[config.mk]
export PLATFORM = sky130hd
export DESIGN_NAME = link_watchdog_logic_output
export DESIGN_NICKNAME = d
export VERILOG_FILES = /design/src/core/link_wd_pkg.sv /design/src/core/logic_combiner.sv /design/src/core/link_watchdog_logic_output.sv
export SDC_FILE = /design/constraint.sdc
export NUM_CORES = 1
export LEC_CHECK = 0
export ABC_CLOCK_PERIOD_IN_PS = 7100
export BUFFER_PORTS_ARGS = -buffer_cell sky130_fd_sc_hd__buf_2
export CAP_MARGIN = 20
export CORE_MARGIN = 2
export CORE_UTILIZATION = 60
export DETAILED_ROUTE_END_ITERATION = 12
export HOLD_SLACK_MARGIN = 0.02
export PLACE_DENSITY = 0.86
export SETUP_SLACK_MARGIN = 0.3
export SLEW_MARGIN = 20
export SYNTH_ARGS = -nofsm -noshare
export SYNTH_HDL_FRONTEND = slang
export SYNTH_SLANG_ARGS = --single-unit
[constraint.sdc]
create_clock -name I_CLK_SYS -period 7.1 [get_ports I_CLK_SYS]
set_input_delay 1.42 -clock I_CLK_SYS [delete_from_list [all_inputs] [get_ports I_CLK_SYS]]
set_output_delay 1.42 -clock I_CLK_SYS [all_outputs]
set_load 0.05 [all_outputs]
[src/core/link_wd_pkg.sv]
package link_wd_pkg;

    // apb register byte offsets
    localparam logic [11:0] OFS_WD_CTRL = 12'h000;
    localparam logic [11:0] OFS_LOGIC_CFG = 12'h004;
    localparam logic [11:0] OFS_STATUS = 12'h008;
    localparam logic [11:0] OFS_INT_STATUS = 12'h00c;
    localparam logic [11:0] OFS_INT_CLEAR = 12'h010;
    localparam logic [11:0] OFS_INT_ENABLE = 12'h014;

    // field positions
    localparam int PERIOD_LSB = 0;
    localparam int ACTION_LSB = 16;
    localparam int TRIP_CLEAR_BIT = 31;
    localparam int SRC_A_LSB = 0;
    localparam int SRC_B_LSB = 4;
    localparam int OP_LSB = 8;
    localparam int NUM_EVENTS = 3;
    localparam int EV_TIMEOUT = 0;
    localparam int EV_RESTORE = 1;
    localparam int EV_TRIP = 2;

    // reset values
    localparam logic [15:0] PERIOD_RST = 16'h0000;
    localparam logic [1:0] ACTION_RST = 2'h2;
    localparam logic [3:0] SRC_RST = 4'h0;
    localparam logic [1:0] OP_RST = 2'h0;
    localparam logic [2:0] INT_EN_RST = 3'h0;

    // timing: period register counts in 10 ms units
    localparam int CLK_PERIOD_NS = 10;
    localparam int PERIOD_UNIT_MS = 10;
    localparam int TICK_CYCLES = PERIOD_UNIT_MS * 1000000 / CLK_PERIOD_NS;

    // alarm code reported on a link trip
    localparam logic [7:0] ALARM_LINK = 8'h3c;

    // number of other flags the combiner may pick from
    localparam int NUM_FLAGS = 9;

    typedef enum logic [1:0] {
        ACT_TRIP_COAST = 2'h0,
        ACT_TRIP_STOP = 2'h1,
        ACT_DISABLED = 2'h2,
        ACT_STOP_ONLY = 2'h3
    } action_t;

    typedef enum logic [1:0] {
        OP_AND = 2'h0,
        OP_OR = 2'h1,
        OP_XOR = 2'h2,
        OP_RSVD = 2'h3
    } logic_op_t;

    typedef struct packed {
        logic [15:0] period;
        action_t action;
        logic [3:0] src_a;
        logic [3:0] src_b;
        logic_op_t op;
    } cfg_t;

    typedef struct packed {
        logic trip;
        logic stop;
        logic coast;
        logic [7:0] alarm;
    } resp_t;

endpackage

[src/core/logic_combiner.sv]
`timescale 1ns/1ps
module logic_combiner #(
    parameter int N_FLAGS = link_wd_pkg::NUM_FLAGS
) (
    input wire logic [N_FLAGS-1:0] i_flags,
    input wire logic [3:0] i_src_a,
    input wire logic [3:0] i_src_b,
    input link_wd_pkg::logic_op_t i_op,
    output logic o_result
);

    logic [15:0] padded;
    logic in_a;
    logic in_b;

    // refuse a flag count that the four-bit selects cannot serve
    if (N_FLAGS < 1 || N_FLAGS > 16) begin : g_bad_flags
        $error("logic_combiner: N_FLAGS must be 1..16");
    end

    // unused select codes read a zero input
    assign padded = {{(16-N_FLAGS){1'b0}}, i_flags};
    assign in_a = padded[i_src_a];
    assign in_b = padded[i_src_b];

    // boolean function of the two picked flags
    always_comb begin
        case (i_op)
            link_wd_pkg::OP_AND: o_result = in_a & in_b;
            link_wd_pkg::OP_OR: o_result = in_a | in_b;
            link_wd_pkg::OP_XOR: o_result = in_a ^ in_b;
            default: o_result = 1'b0;
        endcase
    end

endmodule // logic_combiner

[src/core/link_watchdog_logic_output.sv]
`timescale 1ns/1ps
module link_watchdog_logic_output #(
    parameter int TICK_CYCLES = link_wd_pkg::TICK_CYCLES
) (
    input wire logic I_CLK_SYS,
    input wire logic I_RST_N,
    input wire logic I_PSEL,
    input wire logic I_PENABLE,
    input wire logic I_PWRITE,
    input wire logic [11:0] I_PADDR,
    input wire logic [31:0] I_PWDATA,
    output logic [31:0] O_PRDATA,
    output logic O_PREADY,
    output logic O_PSLVERR,
    input wire logic I_LINK_ACTIVITY,
    input wire logic [link_wd_pkg::NUM_FLAGS-1:0] I_OTHER_FLAGS,
    output logic O_NET_LOSS,
    output logic O_LOGIC_FLAG,
    output logic O_TRIP,
    output logic O_STOP_REQ,
    output logic O_COAST_REQ,
    output logic [7:0] O_ALARM_CODE,
    output logic O_IRQ
);

    localparam int PW = (TICK_CYCLES > 2) ? $clog2(TICK_CYCLES) : 1;
    localparam logic [PW-1:0] TICK_LAST = PW'(TICK_CYCLES - 1);

    link_wd_pkg::cfg_t cfg_q;
    link_wd_pkg::resp_t resp_q;
    link_wd_pkg::resp_t resp_d;
    logic [PW-1:0] presc_q;
    logic [15:0] cnt_q;
    logic [16:0] cnt_next;
    logic net_loss_q;
    logic logic_flag_q;
    logic comb_result;
    logic [link_wd_pkg::NUM_EVENTS-1:0] int_st_q;
    logic [link_wd_pkg::NUM_EVENTS-1:0] int_en_q;
    logic [link_wd_pkg::NUM_EVENTS-1:0] ev_set;
    logic [link_wd_pkg::NUM_EVENTS-1:0] ev_clr;
    logic [31:0] rdata_q;
    logic [31:0] rdata_d;
    logic wr_en;
    logic rd_en;
    logic addr_ok;
    logic trip_clear;
    logic running;
    logic tick;
    logic timeout_hit;
    logic trip_mode;

    // a prescaler shorter than two cycles is refused at elaboration
    if (TICK_CYCLES < 2) begin : g_bad_tick
        $error("TICK_CYCLES must be at least 2");
    end

    // apb decode; the slave answers in the access cycle with no wait states
    assign wr_en = I_PSEL & I_PENABLE & I_PWRITE;
    assign rd_en = I_PSEL & I_PENABLE & ~I_PWRITE;
    assign addr_ok = (I_PADDR == link_wd_pkg::OFS_WD_CTRL)
        || (I_PADDR == link_wd_pkg::OFS_LOGIC_CFG)
        || (I_PADDR == link_wd_pkg::OFS_STATUS)
        || (I_PADDR == link_wd_pkg::OFS_INT_STATUS)
        || (I_PADDR == link_wd_pkg::OFS_INT_CLEAR)
        || (I_PADDR == link_wd_pkg::OFS_INT_ENABLE);
    assign O_PREADY = 1'b1;
    assign O_PSLVERR = I_PSEL & I_PENABLE & ~addr_ok;
    assign trip_clear = wr_en && (I_PADDR == link_wd_pkg::OFS_WD_CTRL)
        && I_PWDATA[link_wd_pkg::TRIP_CLEAR_BIT];

    // configuration registers written by software
    always_ff @(posedge I_CLK_SYS or negedge I_RST_N) begin
        if (!I_RST_N) begin
            cfg_q.period <= link_wd_pkg::PERIOD_RST;
            cfg_q.action <= link_wd_pkg::action_t'(link_wd_pkg::ACTION_RST);
            cfg_q.src_a <= link_wd_pkg::SRC_RST;
            cfg_q.src_b <= link_wd_pkg::SRC_RST;
            cfg_q.op <= link_wd_pkg::logic_op_t'(link_wd_pkg::OP_RST);
        end else if (wr_en) begin
            if (I_PADDR == link_wd_pkg::OFS_WD_CTRL) begin
                cfg_q.period <= I_PWDATA[link_wd_pkg::PERIOD_LSB +: 16];
                cfg_q.action <= link_wd_pkg::action_t'(I_PWDATA[link_wd_pkg::ACTION_LSB +: 2]);
            end
            if (I_PADDR == link_wd_pkg::OFS_LOGIC_CFG) begin
                cfg_q.src_a <= I_PWDATA[link_wd_pkg::SRC_A_LSB +: 4];
                cfg_q.src_b <= I_PWDATA[link_wd_pkg::SRC_B_LSB +: 4];
                cfg_q.op <= link_wd_pkg::logic_op_t'(I_PWDATA[link_wd_pkg::OP_LSB +: 2]);
            end
        end
    end

    // watchdog runs only with a non-zero period and no loss pending
    assign running = (cfg_q.period != 16'h0000) && !net_loss_q;
    assign tick = (presc_q == TICK_LAST);
    assign cnt_next = {1'b0, cnt_q} + 17'h00001;
    assign timeout_hit = running && tick && !I_LINK_ACTIVITY
        && (cnt_next >= {1'b0, cfg_q.period});

    // prescaler producing one tick per period unit
    always_ff @(posedge I_CLK_SYS or negedge I_RST_N) begin
        if (!I_RST_N) begin
            presc_q <= '0;
        end else if (I_LINK_ACTIVITY || !running || tick) begin
            presc_q <= '0;
        end else begin
            presc_q <= presc_q + PW'(1);
        end
    end

    // elapsed units since the last activity event
    always_ff @(posedge I_CLK_SYS or negedge I_RST_N) begin
        if (!I_RST_N) begin
            cnt_q <= 16'h0000;
        end else if (I_LINK_ACTIVITY || !running) begin
            cnt_q <= 16'h0000;
        end else if (tick) begin
            cnt_q <= cnt_next[15:0];
        end
    end

    // network-loss flag, independent of the error action
    always_ff @(posedge I_CLK_SYS or negedge I_RST_N) begin
        if (!I_RST_N) begin
            net_loss_q <= 1'b0;
        end else if (cfg_q.period == 16'h0000) begin
            net_loss_q <= 1'b0;
        end else if (I_LINK_ACTIVITY) begin
            net_loss_q <= 1'b0;
        end else if (timeout_hit) begin
            net_loss_q <= 1'b1;
        end
    end

    // response selected by the error action
    assign trip_mode = (cfg_q.action == link_wd_pkg::ACT_TRIP_COAST)
        || (cfg_q.action == link_wd_pkg::ACT_TRIP_STOP);
    always_comb begin
        resp_d = resp_q;
        if (timeout_hit && trip_mode) begin
            resp_d.trip = 1'b1;
            resp_d.alarm = link_wd_pkg::ALARM_LINK;
            resp_d.coast = (cfg_q.action == link_wd_pkg::ACT_TRIP_COAST);
            resp_d.stop = (cfg_q.action == link_wd_pkg::ACT_TRIP_STOP);
        end else if (trip_clear) begin
            resp_d = '0;
        end else if (!resp_q.trip) begin
            resp_d.stop = (cfg_q.action == link_wd_pkg::ACT_STOP_ONLY)
                && (net_loss_q || timeout_hit);
            resp_d.coast = 1'b0;
        end
    end

    always_ff @(posedge I_CLK_SYS or negedge I_RST_N) begin
        if (!I_RST_N) begin
            resp_q <= '0;
        end else begin
            resp_q <= resp_d;
        end
    end

    // boolean combiner of two other output flags
    logic_combiner #(
        .N_FLAGS(link_wd_pkg::NUM_FLAGS)
    ) u_combiner (
        .i_flags(I_OTHER_FLAGS),
        .i_src_a(cfg_q.src_a),
        .i_src_b(cfg_q.src_b),
        .i_op(cfg_q.op),
        .o_result(comb_result)
    );

    always_ff @(posedge I_CLK_SYS or negedge I_RST_N) begin
        if (!I_RST_N) begin
            logic_flag_q <= 1'b0;
        end else begin
            logic_flag_q <= comb_result;
        end
    end

    // interrupt events
    assign ev_set[link_wd_pkg::EV_TIMEOUT] = timeout_hit;
    assign ev_set[link_wd_pkg::EV_RESTORE] = net_loss_q && I_LINK_ACTIVITY;
    assign ev_set[link_wd_pkg::EV_TRIP] = resp_d.trip && !resp_q.trip;
    assign ev_clr = (wr_en && (I_PADDR == link_wd_pkg::OFS_INT_CLEAR))
        ? I_PWDATA[link_wd_pkg::NUM_EVENTS-1:0] : '0;

    // sticky status bits; a set in the clear cycle wins
    genvar gi;
    generate
        for (gi = 0; gi < link_wd_pkg::NUM_EVENTS; gi++) begin : g_sticky
            always_ff @(posedge I_CLK_SYS or negedge I_RST_N) begin
                if (!I_RST_N) begin
                    int_st_q[gi] <= 1'b0;
                end else if (ev_set[gi]) begin
                    int_st_q[gi] <= 1'b1;
                end else if (ev_clr[gi]) begin
                    int_st_q[gi] <= 1'b0;
                end
            end
        end
    endgenerate

    always_ff @(posedge I_CLK_SYS or negedge I_RST_N) begin
        if (!I_RST_N) begin
            int_en_q <= link_wd_pkg::INT_EN_RST;
        end else if (wr_en && (I_PADDR == link_wd_pkg::OFS_INT_ENABLE)) begin
            int_en_q <= I_PWDATA[link_wd_pkg::NUM_EVENTS-1:0];
        end
    end

    // read mux; write-only and unmapped words read zero
    always_comb begin
        rdata_d = 32'h0000_0000;
        case (I_PADDR)
            link_wd_pkg::OFS_WD_CTRL: begin
                rdata_d[link_wd_pkg::PERIOD_LSB +: 16] = cfg_q.period;
                rdata_d[link_wd_pkg::ACTION_LSB +: 2] = cfg_q.action;
            end
            link_wd_pkg::OFS_LOGIC_CFG: begin
                rdata_d[link_wd_pkg::SRC_A_LSB +: 4] = cfg_q.src_a;
                rdata_d[link_wd_pkg::SRC_B_LSB +: 4] = cfg_q.src_b;
                rdata_d[link_wd_pkg::OP_LSB +: 2] = cfg_q.op;
            end
            link_wd_pkg::OFS_STATUS: begin
                rdata_d[2:0] = {resp_q.trip, logic_flag_q, net_loss_q};
            end
            link_wd_pkg::OFS_INT_STATUS: begin
                rdata_d[link_wd_pkg::NUM_EVENTS-1:0] = int_st_q;
            end
            link_wd_pkg::OFS_INT_ENABLE: begin
                rdata_d[link_wd_pkg::NUM_EVENTS-1:0] = int_en_q;
            end
            default: rdata_d = 32'h0000_0000;
        endcase
    end

    // read data captured in the setup cycle so it is a flop in the access cycle
    always_ff @(posedge I_CLK_SYS or negedge I_RST_N) begin
        if (!I_RST_N) begin
            rdata_q <= 32'h0000_0000;
        end else if (I_PSEL && !I_PENABLE && !I_PWRITE) begin
            rdata_q <= rdata_d;
        end
    end

    assign O_PRDATA = rd_en ? rdata_q : 32'h0000_0000;
    assign O_NET_LOSS = net_loss_q;
    assign O_LOGIC_FLAG = logic_flag_q;
    assign O_TRIP = resp_q.trip;
    assign O_STOP_REQ = resp_q.stop;
    assign O_COAST_REQ = resp_q.coast;
    assign O_ALARM_CODE = resp_q.alarm;
    assign O_IRQ = |(int_st_q & int_en_q);

    // checks
    logic exp_a;
    logic exp_b;
    logic exp_y;
    assign exp_a = (cfg_q.src_a < 4'h9) ? I_OTHER_FLAGS[cfg_q.src_a] : 1'b0;
    assign exp_b = (cfg_q.src_b < 4'h9) ? I_OTHER_FLAGS[cfg_q.src_b] : 1'b0;
    assign exp_y = (cfg_q.op == link_wd_pkg::OP_AND) ? (exp_a && exp_b)
        : (cfg_q.op == link_wd_pkg::OP_OR) ? (exp_a || exp_b)
        : (cfg_q.op == link_wd_pkg::OP_XOR) ? (exp_a != exp_b) : 1'b0;

    a_loss_on_timeout: assert property (
        @(posedge I_CLK_SYS) disable iff (!I_RST_N)
        (timeout_hit && cfg_q.period == $past(cfg_q.period)) |=> O_NET_LOSS)
        else $error("loss flag missing after time-out");

    a_loss_waits_count: assert property (
        @(posedge I_CLK_SYS) disable iff (!I_RST_N)
        $rose(O_NET_LOSS) |-> ($past(cnt_q) + 16'h0001 >= $past(cfg_q.period)))
        else $error("loss flag rose before the period elapsed");

    a_activity_clears: assert property (
        @(posedge I_CLK_SYS) disable iff (!I_RST_N)
        I_LINK_ACTIVITY |=> !O_NET_LOSS [*2])
        else $error("activity did not keep loss flag low");

    a_zero_disables: assert property (
        @(posedge I_CLK_SYS) disable iff (!I_RST_N)
        (cfg_q.period == 16'h0000) |=> (!O_NET_LOSS && cnt_q == 16'h0000))
        else $error("watchdog active with zero period");

    a_disabled_flags: assert property (
        @(posedge I_CLK_SYS) disable iff (!I_RST_N)
        (cfg_q.action == link_wd_pkg::ACT_DISABLED && timeout_hit)
        |=> (O_NET_LOSS && !$rose(O_TRIP)))
        else $error("disabled action broke the loss flag");

    a_trip_response: assert property (
        @(posedge I_CLK_SYS) disable iff (!I_RST_N)
        (timeout_hit && cfg_q.action == link_wd_pkg::ACT_TRIP_COAST)
        |=> (O_TRIP && O_COAST_REQ && !O_STOP_REQ && O_ALARM_CODE == 8'h3c))
        else $error("trip-and-coast response wrong");

    a_stop_trip: assert property (
        @(posedge I_CLK_SYS) disable iff (!I_RST_N)
        (timeout_hit && cfg_q.action == link_wd_pkg::ACT_TRIP_STOP)
        |=> (O_TRIP && O_STOP_REQ && !O_COAST_REQ))
        else $error("trip-and-stop response wrong");

    a_source_pick: assert property (
        @(posedge I_CLK_SYS) disable iff (!I_RST_N)
        comb_result == exp_y)
        else $error("combiner picked wrong flags or operator");

    a_flag_follows: assert property (
        @(posedge I_CLK_SYS) disable iff (!I_RST_N)
        ##1 (O_LOGIC_FLAG == $past(exp_y)))
        else $error("combined flag does not follow the result");

    a_count_restart: assert property (
        @(posedge I_CLK_SYS) disable iff (!I_RST_N)
        I_LINK_ACTIVITY |=> (cnt_q == 16'h0000 && presc_q == '0))
        else $error("activity did not restart the count");

    a_sticky_hold: assert property (
        @(posedge I_CLK_SYS) disable iff (!I_RST_N)
        (int_st_q[0] && !ev_clr[0]) |=> int_st_q[0])
        else $error("sticky status lost without clear");

    c_timeout: cover property (@(posedge I_CLK_SYS) disable iff (!I_RST_N)
        $rose(O_NET_LOSS));
    c_restore: cover property (@(posedge I_CLK_SYS) disable iff (!I_RST_N)
        $fell(O_NET_LOSS));
    c_trip: cover property (@(posedge I_CLK_SYS) disable iff (!I_RST_N)
        $rose(O_TRIP));
    c_xor_high: cover property (@(posedge I_CLK_SYS) disable iff (!I_RST_N)
        cfg_q.op == link_wd_pkg::OP_XOR && O_LOGIC_FLAG);

endmodule // link_watchdog_logic_output

# Word level (Yosys, flattened, before mapping)
# Index checks and enable logic that the tools add are counted.
[word_totals]
input_bits = 59
elab_cells = 114
out_inout_bits = 48
regBits = 101
[op_classes]
n_addsub = 2
bitwise_logic = 10
n_reduce_logical = 43
eq_ne = 11
n_lt_le_gt_ge = 3
n_mux = 27
[ops]
columns = ["operator", "n"]
rows = [
  ["16-bit two-way mux", 2],
  ["12-bit by 4-bit == test with 1-bit output, second input constant", 2],
  ["12-bit by 5-bit == test with 1-bit output, second input constant", 2],
  ["20-bit by 1-bit adder with 20-bit output, second input constant", 1],
  ["20-bit == test, second input constant", 1],
  ["20-bit two-way mux", 1],
  ["18-bit two-way mux", 1],
  ["16-bit by 1-bit adder with 17-bit output, second input constant", 1],
  ["17-bit by 16-bit >= comparator with 1-bit output", 1],
  ["16-bit zero test", 1],
  ["8-bit two-way mux", 2],
  ["16-bit nonzero test", 1],
  ["3-bit one-hot mux with 5 select lines", 1],
  ["1-bit logical AND", 14],
  ["7-bit one-hot mux with 2 select lines", 1],
  ["12-bit by 3-bit == test with 1-bit output, second input constant", 1],
  ["12-bit zero test", 1],
  ["1-bit two-way mux", 12],
  ["11-bit two-way mux", 1],
  ["4-bit by 5-bit less-than comparator with 1-bit output, second input constant", 2],
  ["2-bit nonzero test", 5],
  ["1-bit logical OR", 9],
  ["1-bit binary-select mux with 4-bit select", 2],
  ["1-bit zero test", 6],
  ["15 further kinds", 25],
]

# Longest topological paths before layout
[depth]
depth_word = 12
ltp_mapped = 11
depth_no_buf = 11

# By module
# A second synthesis with hierarchy kept.
[unflattened]
hier_cells = 561
area_unflattened_um2 = 5469.0
[modules_own_cells]
columns = ["module", "cells_per_inst", "area_each_um2", "seq_area_each_um2", "n_inst"]
rows = [
  ["link_watchdog_logic_output", 533, 5227.5, 2353.5, 1],
  ["logic_combiner", 28, 241.5, 0.0, 1],
]

# Worst setup path after synthesis
# No wires, ideal clock.
[synth_timing]
path_type = "input to output"
startpoint = "input port I_PADDR[8]"
endpoint = "output port O_PSLVERR"
path_buffers = 0
t_required_ns = 5.680
setup_slack_ns = 2.626
arrival_time_ns = 3.054
cell_stages = 3
cell_sequence = "or4_1 nor4_1 a21oi_1"
[synth_between]
elab_chain_cells = 8
elab_cells_between_ends = 13
cone_classes = "5 x eq/ne; 2 x bitwise; 6 x reduce/logical"
[synth_rtl]
columns = ["item", "line", "rtl"]
rows = [
  ["from (decl)", "link_watchdog_logic_output.sv:10", "input wire logic [11:0] I_PADDR,"],
  ["12-bit by 3-bit == test with 1-bit output / 12-bit zero test (equally long branches)", "link_watchdog_logic_output.sv:62, link_watchdog_logic_output.sv:61", ""],
  ["1-bit logical OR", "link_watchdog_logic_output.sv:62", "|| (I_PADDR == link_wd_pkg::OFS_LOGIC_CFG)"],
  ["1-bit logical OR", "link_watchdog_logic_output.sv:63", "|| (I_PADDR == link_wd_pkg::OFS_STATUS)"],
  ["1-bit logical OR", "link_watchdog_logic_output.sv:64", "|| (I_PADDR == link_wd_pkg::OFS_INT_STATUS)"],
  ["1-bit logical OR", "link_watchdog_logic_output.sv:65", "|| (I_PADDR == link_wd_pkg::OFS_INT_CLEAR)"],
  ["1-bit logical OR (*)", "link_watchdog_logic_output.sv:66", "|| (I_PADDR == link_wd_pkg::OFS_INT_ENABLE);"],
  ["1-bit NOT (*)", "link_watchdog_logic_output.sv:68", "assign O_PSLVERR = I_PSEL & I_PENABLE & ~addr_ok;"],
  ["1-bit AND (*)", "link_watchdog_logic_output.sv:68", ""],
  ["to (decl)", "link_watchdog_logic_output.sv:14", "output logic O_PSLVERR,"],
]
# Mark *: on every way between the ends. The rest lies on a longest branch, timed or not.

# Worst setup path in the final report
# Same ends and word-level chain as after synthesis.

==> metrics.md <==
| Metric | Value |
|---|---|
| Run status | finished, final reports clean |
| Post-route minimum period | 4210 ps |
| Seq/Total Area, Yosys | 43.2% |
| Vias in the first global route | 4463 |
| Layout Skew | 9.98 ps |
| Power density over cell area | 173 nW/um2 |
| CP arrival | 2790 ps |
| Core Region | 8760 um2 |
| Yosys top cell area share | 42.7% |
| CTS H-tree lvls | 3 |
| Actual slew at the worst max-slew pin | 971 ps |
| Hold Crit Start | rdata_q[13] |
| PostCTS Resize Cnt | 0 |
| Post-synthesis register bit count | 94 |
| N_diodes | 0 |
| PortBufs | 74 |
| Vias/cell | 5.88 |
| Final worst slack | 2890 ps |
| Max-cap violations | 0 |
| DRT iter0 DRCs | 216 |
| Drc violations | 0 |
| CTS tree | yes |
| Final HPWL from detailed placement | 9070 um |
| Routed via count | 4427 |
| WHS Path Cells | 2 |
| Async set or reset register ratio after synthesis | 100% |
| Synth Area in Simple Gates | 22.8% |
| Critical Path RT | 5680 ps |
| Largest net degree at the start of global routing | 64 |
| Number of top-level design ports | 107 |
| Fin. Hold Viols | 0 |
| Setup violators final | 0 |
| Place WS | 2900 ps |
| Post-route ant nets | 0 |
| Crit Reg-Reg Startpoint | cnt_q[0] |
| Initial Utilization | 62.2% |
| Pleak | 2.98 nW |
| Post-synthesis xor/xnor area fraction | 6.91% |
| Initial antenna violation count | 0 |
| Worst r2r dst | O_COAST_REQ |
| Clk pin slew, worst setup/hold paths | 100 ps |
| Critical Path End Type | output pin |
| FP Rows | 34 |
| Layout cells sized above 1 | 18.9% |
| Post-synth top area cell | dfrtp_1 |
| Number of synthesized flops with an enable pin | 0 |
| Die Ht | 99.3 um |
| Post-Route Utilization | 68.8% |
| GRT overflow | 0 |
| Most common cell in the netlist | dfrtp_1 |
| Skew-Pair Late Insertion Delay | 360 ps |
| Root Buffer | clkbuf_8 |
| Slew Limit Fails | 0 |
| CTS max path bufs | 2 |
| Total Neg Setup Slack | 0 ps |
| Worst hold endpoint | rdata_q[13] |
| Peak VDD IR | 0.0000856 V |
| Most area-consuming cells after synthesis | dfrtp_1 43%, nor2_1 4.6%, ha_1 4.6% |
| CTS Buf Count | 9 |
| Area growth from synthesis to layout | 10.5% |
| # hold bufs at CTS | 0 |
| DRT Pass-1 Iters | 5 |
| Clock sink total | 94 |
| Wirelength, routed | 12000 um |
| Synth top cells by count | 93 x dfrtp_1, 67 x nor2_1, 59 x nand2_1 |
| Hold Crit Class | reg2reg |
| Kind of critical path | in2out |
| Die ar. | 9870 um2 |
| Critical Path Start Type | input pin |
| Adder-cell share of the synthesized area | 4.59% |
| Max Clock Freq | 237 MHz |
| Crit path max fanout | 7 |
| Power Total | 1.04 mW |
| Largest family of logic cells by synthesized area | simple AND/OR/NAND/NOR gates |
| Library cells used by synthesis | 62 |
| Mean post-synth cell area | 9.45 um2 |
| First-pass GRT wire length | 20200 um |
| GRT Overall Usage | 25.3% |
| Setup bufs post-CTS | 0 |
| Fin nets | 719 |
| Width of the die | 99.3 um |
| GPL Wtd Cong | 0.877 |
| Min Hold Slack | 470 ps |
| Slew margin rel. | 35.3% |
| Path depth of the worst reg2reg path | 11 |
| Mapped Cells | 577 |
| Mux contribution to synthesized area | 5.85% |
| RSZ-0062 raised after global routing | no |
| Main synth FF type | dfrtp_1 |
| Period utilisation layout | 59.3% |
| Register-to-register path setup slack | 3320 ps |
| Routed len/inst | 15.9 um |
| Compound-Gate Fraction of Synth Area | 9.64% |
| Total number of yosys warnings | 0 |
| Synth Cell Area | 5450 um2 |
==> flip-flops by register name (all words and copies together), names as in the netlist <==
name and count:
cfg_q 28, presc_q 20, rdata_q 18, cnt_q 16
int_en_q 3, int_st_q 3, O_ALARM_CODE 1, O_COAST_REQ 1
O_LOGIC_FLAG 1, O_NET_LOSS 1, O_STOP_REQ 1, O_TRIP 1
==> metrics by stage <==
stage | std cells | cell area [um2]
floorplan | 594 | 5520
global placement | 737 | 5800
detailed placement | 737 | 5800
CTS | 753 | 6020
global route | 753 | 6030
finish | 753 | 6030
==> where the power goes <==
part / total [mW] / internal [mW] / switching (mW)
registers: 0.552 / 0.546 / 0.00636
logic: 0.0964 / 0.0265 / 0.0699
clock network: 0.393 / 0.199 / 0.193
total: 1.04 / 0.771 / 0.270
==> worst max-delay path by stage <==
| stage | slack [ps] | from | to | cells after the start |
|---|---|---|---|---|
| detailed placement | 2900 | I_PADDR[8] | O_PSLVERR | 6 |
| floorplan | 2630 | I_PADDR[8] | O_PSLVERR | 3 |
| global placement | 2940 | I_PADDR[8] | O_PSLVERR | 6 |
| global route | 2760 | I_PENABLE | O_PRDATA[17] | 5 |
| CTS | 2880 | I_PADDR[8] | O_PSLVERR | 6 |
| finish | 2890 | I_PADDR[8] | O_PSLVERR | 6 |
==> cell usage in the layout (no fill, tap or decap), types with 7 or more instances in the layout <==
master	Yosys	routed
a221oi_1	9	9
nand4_1	11	11
a21oi_1	8	8
nor3_1	10	10
inv_1	31	31
clkbuf_8	0	9
o21ai_0	27	27
buf_2	5	73
or4_1	11	11
nand3_1	31	31
conb_1	2	19
nor4_1	7	7
nand2_1	59	59
nor2_1	67	67
xnor2_1	22	22
xor2_1	21	21
mux2_2	12	12
dfrtp_1	93	93
and2_1	20	20
ha_1	20	20
==> critical path, stage by stage <==
cell     delay [ps]
buf_2            90
or4_1           540
nor4_1          240
buf_4           210
a21oi_1          80
buf_2           210
==> cell type report <==
| class | instances | area [um2] |
|---|---|---|
| tap | 108 | 135 |
| clock inverter | 7 | 97.6 |
| sequential | 94 | 2350 |
| timing repair buffer | 78 | 403 |
| inverter | 31 | 116 |
| fill | 660 | 2740 |
| clock buffer | 9 | 124 |
| multi-input combinational | 426 | 2800 |
==> cell families after synthesis <==
kind of cell	Yosys count
muxes	24
other	2
DFF	94
xor gates and xnor gates	43
buffers and inverters	74
and+or+nand+nor	244
AOI/OAI and AO/OA	76
adders and majority gates	20
==> metal layers <==
metal	global-route usage (%)	part of all wire (%)	vias up	routed length (um)
li1	-	-	2101	-
met1	31.0	41	2146	4890
met2	44.4	52	155	6180
met3	3.65	5.4	25	652
met4	11.2	2.2	0	267
met5	0	0	-	0
(Power assumes the default switching activity.)
